--- config.mk ---
export PLATFORM = sky130hd
export DESIGN_NAME = dam_core
export DESIGN_NICKNAME = d
export VERILOG_FILES = /design/src/logic/dam_pkg.sv /design/src/logic/dam_stage.sv /design/src/logic/dam_core.sv
export SDC_FILE = /design/constraint.sdc
export NUM_CORES = 1
export LEC_CHECK = 0
export BUFFER_PORTS_ARGS = -buffer_cell sky130_fd_sc_hd__buf_4
export CORE_UTILIZATION = 63
export DETAILED_ROUTE_END_ITERATION = 12
export PLACE_DENSITY = 0.85
export SLEW_MARGIN = 20
export SYNTH_ARGS = -nofsm -noshare
export SYNTH_HDL_FRONTEND = slang
export SYNTH_SLANG_ARGS = --single-unit
--- constraint.sdc ---
create_clock -name ref_clk -period 2.95 [get_ports ref_clk]
set_input_delay 0.59 -clock ref_clk [delete_from_list [all_inputs] [get_ports ref_clk]]
set_output_delay 0.59 -clock ref_clk [all_outputs]
set_load 0.05 [all_outputs]
--- src/logic/dam_pkg.sv ---
// constants shared by the dual converter output timing block
// assumes one system clock; the converter clock arrives as a synchronous level
// Summary of operation
// - each sample crosses seven pipeline stages, advancing on every converter clock half cycle
// - first channel result appears 5 cycles, second 5.5 cycles after sampling
// - both channels sampled together on each rising converter edge, one shared output bus
// - first channel data updates on rising edge, second channel on falling edge
// - channel flag high while first channel updates, low while second channel updates
// - redundant stage digits correct comparator offsets so no output code goes missing
// - results are offset binary, bit 7 most significant, zero input gives 1000 0000
// - power select 00 shutdown, 01 standby, 10 idle, 11 normal; bus driven only normal
// - leaving high impedance, the bus shows the most recently converted word, or 1000 0000 if none since reset
package dam_pkg;
   localparam int DAM_STAGES = 7;
   // half-cycle slots: seven stages, output latch slots for both channels
   localparam int DAM_DEPTH = 11;
   localparam int DAM_A_SLOT = 9;
   localparam int DAM_B_SLOT = 10;
   localparam int DAM_RES_W = 12;
   localparam int DAM_CODE_W = 10;
   localparam int DAM_OUT_W = 8;
   // full scale reference in residue units
   localparam logic signed [11:0] DAM_REF = 12'sh200;
   localparam logic signed [9:0] DAM_MID_CODE = 10'sh080;
   localparam logic signed [9:0] DAM_MAX_CODE = 10'sh0FF;
   localparam logic [7:0] DAM_OUT_RST = 8'h80;
   localparam logic [1:0] DAM_MODE_SHUTDOWN = 2'h0;
   localparam logic [1:0] DAM_MODE_STANDBY = 2'h1;
   localparam logic [1:0] DAM_MODE_IDLE = 2'h2;
   localparam logic [1:0] DAM_MODE_NORMAL = 2'h3;
endpackage

--- src/logic/dam_stage.sv ---
// one 1.5-bit pipeline stage: coarse digit and doubled residue
// assumes the residue stays within plus or minus the reference
`timescale 1ns/1ns
module dam_stage
   import dam_pkg::*;
#(
   parameter int RES_W = DAM_RES_W
) (
   input wire logic signed [RES_W-1:0] res_in,
   output logic signed [RES_W-1:0] res_out,
   output logic signed [1:0] digit
);
   localparam logic signed [RES_W-1:0] QTR = RES_W'(DAM_REF >>> 2);
   localparam logic signed [RES_W-1:0] REF = RES_W'(DAM_REF);

   // thresholds at a quarter scale leave margin so offsets are absorbed later
   always_comb begin
      if (res_in >= QTR) begin
         digit = 2'sb01;
         res_out = RES_W'((res_in <<< 1) - REF);
      end else if (res_in < -QTR) begin
         digit = 2'sb11;
         res_out = RES_W'((res_in <<< 1) + REF);
      end else begin
         digit = 2'sb00;
         res_out = RES_W'(res_in <<< 1);
      end
   end
endmodule // dam_stage

--- src/logic/dam_core.sv ---
// dual channel pipelined converter digital path with multiplexed output bus
// assumes conv_clk and power selects are synchronous to ref_clk and that
// conv_clk is much slower than ref_clk so each edge is seen
`timescale 1ns/1ns
module dam_core
   import dam_pkg::*;
#(
   parameter int RES_W = DAM_RES_W
) (
   input wire logic ref_clk,
   input wire logic rst_n,
   input wire logic conv_clk,
   input wire logic signed [RES_W-1:0] first_channel_sample,
   input wire logic signed [RES_W-1:0] second_channel_sample,
   input wire logic power_select_low,
   input wire logic power_select_high,
   output logic [DAM_OUT_W-1:0] result_bits,
   output logic [DAM_OUT_W-1:0] result_bits_oe,
   output logic first_channel_flag
);
   // ************************************************************
   // state
   // ************************************************************
   // one slot per half cycle of the converter clock:
   //   slot 0 holds the fresh samples with the code at mid scale
   //   slots 1 to 7 hold the doubled residue and running code after each stage
   //   slot 8 waits for the readout edge
   //   slot 9 is read out on a rising edge, slot 10 on the falling edge after it
   typedef struct packed {
      logic clk_q;
      logic [DAM_DEPTH-1:0] valid;
      logic [DAM_DEPTH-1:0][RES_W-1:0] res_a;
      logic [DAM_DEPTH-1:0][RES_W-1:0] res_b;
      logic [DAM_DEPTH-1:0][DAM_CODE_W-1:0] code_a;
      logic [DAM_DEPTH-1:0][DAM_CODE_W-1:0] code_b;
      logic [DAM_OUT_W-1:0] data;
      logic oe;
      logic flag;
   } dam_state_t;

   dam_state_t state_r;
   dam_state_t state_nxt;

   // ************************************************************
   // elaboration checks
   // ************************************************************
   // the residue is doubled before the reference comes off, so it needs the headroom
   if (RES_W < 12) begin : g_chk
      $error("dam_core: RES_W must hold twice the reference");
   end
   // a rising edge reads an odd slot, the falling edge after it the next slot
   if ((DAM_A_SLOT % 2) != 1 || DAM_B_SLOT != DAM_A_SLOT + 1) begin : g_chk_slot
      $error("dam_core: output slots must be an odd slot and the one after it");
   end
   // the output slots may only hold settled codes and must end the pipeline
   if (DAM_A_SLOT <= DAM_STAGES || DAM_B_SLOT != DAM_DEPTH - 1) begin : g_chk_depth
      $error("dam_core: output slots must follow the last stage and end the pipeline");
   end
   // the sum needs a sign bit and an overflow bit above the output word
   if (DAM_CODE_W < DAM_OUT_W + 2) begin : g_chk_code
      $error("dam_core: code width too small for the clamp");
   end
   // each stage settles one bit of the word below its most significant bit
   if (DAM_STAGES != DAM_OUT_W - 1) begin : g_chk_stages
      $error("dam_core: stage count does not match the output width");
   end
   // mid scale and full scale must match the output width for offset binary
   if (int'(DAM_MID_CODE) != 2 ** (DAM_OUT_W - 1)) begin : g_chk_mid
      $error("dam_core: mid code does not match the output width");
   end
   if (int'(DAM_MAX_CODE) != 2 ** DAM_OUT_W - 1) begin : g_chk_max
      $error("dam_core: full scale code does not match the output width");
   end

   // ************************************************************
   // stage arithmetic
   // ************************************************************
   logic signed [DAM_STAGES-1:0][RES_W-1:0] st_res_a;
   logic signed [DAM_STAGES-1:0][RES_W-1:0] st_res_b;
   logic signed [DAM_STAGES-1:0][1:0] st_dig_a;
   logic signed [DAM_STAGES-1:0][1:0] st_dig_b;

   for (genvar k = 0; k < DAM_STAGES; k++) begin : g_stage
      dam_stage #(.RES_W(RES_W)) u_a (
         .res_in(state_r.res_a[k]),
         .res_out(st_res_a[k]),
         .digit(st_dig_a[k])
      );
      dam_stage #(.RES_W(RES_W)) u_b (
         .res_in(state_r.res_b[k]),
         .res_out(st_res_b[k]),
         .digit(st_dig_b[k])
      );
   end

   // weighted digit sum; overlapping weights give the redundancy
   function automatic logic signed [DAM_CODE_W-1:0] add_digit(
      input logic signed [DAM_CODE_W-1:0] code,
      input logic signed [1:0] dig,
      input int k
   );
      logic signed [DAM_CODE_W-1:0] ext;
      ext = DAM_CODE_W'(dig);
      return DAM_CODE_W'(code + (ext <<< (DAM_STAGES - 1 - k)));
   endfunction

   // final comparator and clamp into offset binary
   function automatic logic [DAM_OUT_W-1:0] finish(
      input logic signed [DAM_CODE_W-1:0] code,
      input logic signed [RES_W-1:0] res
   );
      logic signed [DAM_CODE_W-1:0] c;
      c = res[RES_W-1] ? DAM_CODE_W'(code - 10'sd1) : code;
      if (c < 10'sd0) begin
         c = 10'sd0;
      end else if (c > DAM_MAX_CODE) begin
         c = DAM_MAX_CODE;
      end
      return c[DAM_OUT_W-1:0];
   endfunction

   // ************************************************************
   // next state
   // ************************************************************
   logic rise;
   logic fall;
   logic running;
   logic [1:0] mode;

   always_comb begin
      state_nxt = state_r;
      mode = {power_select_high, power_select_low};
      // a phase shorter than one ref_clk cycle can slip past this detector
      rise = conv_clk & ~state_r.clk_q;
      fall = ~conv_clk & state_r.clk_q;
      state_nxt.clk_q = conv_clk;
      running = 1'b0;
      state_nxt.oe = 1'b0;
      // standby keeps the clock tree running but not the converters, so only the flag moves
      unique case (mode)
         DAM_MODE_SHUTDOWN: begin
            running = 1'b0;
            state_nxt.oe = 1'b0;
         end
         DAM_MODE_STANDBY: begin
            running = 1'b0;
            state_nxt.oe = 1'b0;
         end
         // idle converts but keeps the bus released, so the newest word is ready
         DAM_MODE_IDLE: begin
            running = 1'b1;
            state_nxt.oe = 1'b0;
         end
         DAM_MODE_NORMAL: begin
            running = 1'b1;
            state_nxt.oe = 1'b1;
         end
      endcase

      // flag follows the converter clock
      if (rise) begin
         state_nxt.flag = 1'b1;
      end else if (fall) begin
         state_nxt.flag = 1'b0;
      end

      if (running && (rise || fall)) begin
         // every half cycle each slot moves on by one
         for (int i = 1; i < DAM_DEPTH; i++) begin
            state_nxt.valid[i] = state_r.valid[i-1];
            if (i <= DAM_STAGES) begin
               state_nxt.res_a[i] = st_res_a[i-1];
               state_nxt.res_b[i] = st_res_b[i-1];
               state_nxt.code_a[i] = add_digit(state_r.code_a[i-1], st_dig_a[i-1], i - 1);
               state_nxt.code_b[i] = add_digit(state_r.code_b[i-1], st_dig_b[i-1], i - 1);
            end else begin
               state_nxt.res_a[i] = state_r.res_a[i-1];
               state_nxt.res_b[i] = state_r.res_b[i-1];
               state_nxt.code_a[i] = state_r.code_a[i-1];
               state_nxt.code_b[i] = state_r.code_b[i-1];
            end
         end
         // both channels taken at the same rising edge
         state_nxt.valid[0] = rise;
         state_nxt.res_a[0] = first_channel_sample;
         state_nxt.res_b[0] = second_channel_sample;
         state_nxt.code_a[0] = DAM_MID_CODE;
         state_nxt.code_b[0] = DAM_MID_CODE;
      end

      // first channel on rising edge, ten half cycles after its sample
      if (running && rise && state_r.valid[DAM_A_SLOT]) begin
         state_nxt.data = finish(state_r.code_a[DAM_A_SLOT], state_r.res_a[DAM_A_SLOT]);
      end
      // second channel on falling edge, eleven half cycles after
      if (running && fall && state_r.valid[DAM_B_SLOT]) begin
         state_nxt.data = finish(state_r.code_b[DAM_B_SLOT], state_r.res_b[DAM_B_SLOT]);
      end
   end

   // ************************************************************
   // registers
   // ************************************************************
   always_ff @(posedge ref_clk or negedge rst_n) begin
      if (!rst_n) begin
         state_r <= '0;
         state_r.data <= DAM_OUT_RST;
      end else begin
         state_r <= state_nxt;
      end
   end

   // ************************************************************
   // pins
   // ************************************************************
   // data register is never cleared by mode changes, so the last word shows
   assign result_bits = state_r.data;
   // every driver enable comes from the one mode flop, so the pins never disagree
   for (genvar b = 0; b < DAM_OUT_W; b++) begin : g_oe
      assign result_bits_oe[b] = state_r.oe;
   end
   assign first_channel_flag = state_r.flag;
endmodule // dam_core

==> out/metrics.yaml <==
run_status:
  status: "finished with violations"
  violations: "hold timing"
floorplanning:
  die_area_um2: 25400
  num_rows: 57
  boundaryPins: 46
  initial_utilization_pct: 64.2
  die_x_um: 159
  core_um2: 24300
  die_y_um: 159
logic_synthesis:
  synth_area_leaders: "dfrtp_1, nand2_1, ha_1"
  synth_edf_count: 0
  synth_fa_ha_area_share_pct: 9.72
  synth_area_per_cell_um2: 8.74
  yosys_warnings: 0
  synth-simple-area-share_pct: 19.8
  ys.flop_type: "dfrtp_1"
  synth_mux_area_share_pct: 0.722
  synth_common_cells: "nand2_1, dfrtp_1, o21ai_1, ha_1, inv_1"
  syn_nets: 1929
  ys_types: 61
  synth_top_area_share_pct: 48.0
  synth_xor_area_share_pct: 4.49
  yosys.cell_count.top_type: "nand2_1"
  netlist_area_um2: 15600
  synthCells: 1786
  synth_seq_area_share_pct: 48.1
  synth_top_family_by_area: "simple AND/OR/NAND/NOR gates"
  synth_compound_area_share_pct: 12.4
  yosys.area.top_type: "dfrtp_1"
  ys_ff_latch: 300
  postSynth.asyncResetShare_pct: 100
sta:
  fin_setup_tns_ns: 0
  finalCritPeriodShare_pct: 94.2
  worst_pin_slew_ns: 0.685
  whs_ns: -0.00432
  slew_headroom_pct: 54.3
  finalCriticalPeriod_ns: 2.78
  rsz0062_at_grt: "no"
  hold_violations: 4
  fin_worst_skew_ns: 0.00734
  slew_viol_final: 0
  setup_violations: 0
  max_freq_ghz: 0.360
drt:
  initialDrtViolationCount: 746
  routedWlPerCell_um: 13.9
  drc: 0
  antenna_left: 0
  via_per_inst: 5.50
  num_vias: 11871
  drt-pass1-iter-count: 7
  wl_um: 30000
power:
  power_density_nw_per_um2: 1070
  totalPowerFinal_mw: 18.8
  p_leak_nw: 8.92
  peakVddDrop_uv: 582
worst_hold_path:
  hold_class: "primary input to asynchronous set/reset pin"
finish:
  antennaDiodeCount: 0
  nets: 1955
  regArea_um2: 7510
  fillers: 1732
  area_growth_pct: 12.3
  drive_above_1_share_pct: 8.07
  multi_input_area_um2: 7380
clock_network:
  cts_tree: "built"
  holdBufCountCts: 0
  htree_levels: 1
  cts_root_buffer: "clkbuf_16"
  cts_buffers: 30
  path_clk_slew_ns: 0.06
  clock_path_buffers: 3
  clk_latency_ns: 0.55
  cts.sink_count: 300
worst_setup_path:
  cp_common_cell: "ha_1"
  endpoint_kind: "flip-flop"
  worstSetupStartpointType: "flip-flop"
  worst-path-max-fanout: 10
  cp_slowest_cell: "dfrtp_1"
  crit_chain: "ha_1, nand3_1, nand2_1, inv_2, ha_1, inv_1, fa_1, nor2b_1, o21ai_1, a21boi_1, o21ai_0, and3_1, o31ai_1"
  cp_data_required_time_ns: 3.40
  worstSetupPathType: "flip-flop to flip-flop"
  slowest_delay_ns: 0.42
  cp.arrival_ns: 3.23
  r2r_slack_ns: 0.17
placement:
  numPortBuffers: 45
  dpl.hpwl_um: 19600
  finalWeightedCongestion: 0.860
global_route:
  grt_overflow_total: 0
  antenna_found_initial: 0
  grt_pass1_wl_um: 52400
  grt_util_all_layers_pct: 24.3
  grt_max_degree: 83
  grt_pass1_vias: 11875
job:
  cap_violations: 0
[logic make-up after synthesis]
logic type / after synthesis
muxes: 11
AOI/OAI and AO/OA: 336
buffers and inverters: 177
and+or+nand+nor: 768
DFF: 300
xor gates and xnor gates: 80
adders and majority gates: 114
[cell usage in the layout (no fill, tap or decap), types with 5 or more instances in the layout]
cell type  Yosys  final
fa_1          12     12
ha_1         102    102
nand2_1      627    627
nand3_1       13     13
mux2i_1        9      9
o21bai_1       7      7
a21o_1        19     19
a221o_1        7      7
o21ai_1      115    115
o21ai_0       67     67
nor3_1        18     18
bufinv_16      0      8
buf_4         16     66
o31ai_1       12     12
nor2_1        64     64
clkbuf_8       0      9
dfrtp_1      299    299
xor2_1        32     32
and3_1         5      5
inv_1         85     85
xnor2_1       48     48
nand3b_1       8      8
nor2b_1       10      9
inv_2          8      7
a21oi_1       62     62
a31oi_1       14     14
buf_12         0      9
clkbuf_16      0     31
[through the flow]
step | worst slack [ns] | cell area, um2 | utilization, % | hold WS [ns] | instances
6_report | 0.172 | 17500 | 72.0 | -0.00432 | 2159
4_1_cts | 0.174 | 17500 | 72.0 | 0.0322 | 2159
3_5_place_dp | 0.253 | 16300 | 67.2 | 0.448 | 2104
5_1_grt | 0.0268 | 17500 | 72.0 | 0.0526 | 2159
3_3_place_gp | 0.402 | 16300 | 67.2 | 0.444 | 2104
2_1_floorplan | 0.481 | 15600 | - | 0.294 | 1786
[worst paths after layout]
path,startpoint,cells after the start,endpoint
setup reg to reg,state_r[299],13,state_r[78]
max in group asynchronous,rst_n,2,state_r[49]
hold reg to reg,state_r[390],2,state_r[403]
hold / removal,rst_n,1,state_r[494]
min in group ref_clk,conv_clk,1,state_r[505]
setup / recovery,state_r[299],13,state_r[78]
[power breakdown]
| group | switching (mW) | total (mW) | internal (mW) |
|---|---|---|---|
| sequential | 1.24 | 6.87 | 5.63 |
| combinational | 4.25 | 7.50 | 3.24 |
| clock | 1.55 | 4.39 | 2.83 |
[sequential cells by signal, summed over array words and instances (netlist names)]
| signal | flops |
|---|---|
| first_channel_flag | 1 |
| result_bits | 8 |
| result_bits_oe | 1 |
| state_r | 290 |
[cell type report]
| cell class | count | share of cell area (%) |
|---|---|---|
| multi-input combinational | 1309 | 42.1 |
| sequential | 300 | 42.9 |
| clock buffer | 44 | 5.22 |
| timing repair buffer | 76 | 3.94 |
| clock inverter | 11 | 1.47 |
| inverter | 95 | 2.05 |
| tap | 324 | 2.31 |
[worst max-delay path, delay by kind of cell (launching register included)]
kind	cells	cell delay, ns
buf+inv	2	0.24
simple gates	4	0.53
fa+ha+maj	3	0.85
compound gates	4	0.65
flops	1	0.42
[timing repair]
| action | in CTS | in global routing |
|---|---|---|
| gates resized for setup | 0 | 1 |
| setup endpoints to repair | 0 | 1 |
| buffers inserted | 0 | 0 |
[metal layers]
metal / global-route usage (%) / routed length (um)
met1: 28.9 / 12600
met2: 46.0 / 15800
met3: 2.79 / 908
met4: 6.95 / 697
met5: 0 / 0
Power figures use the tool's default switching activity.
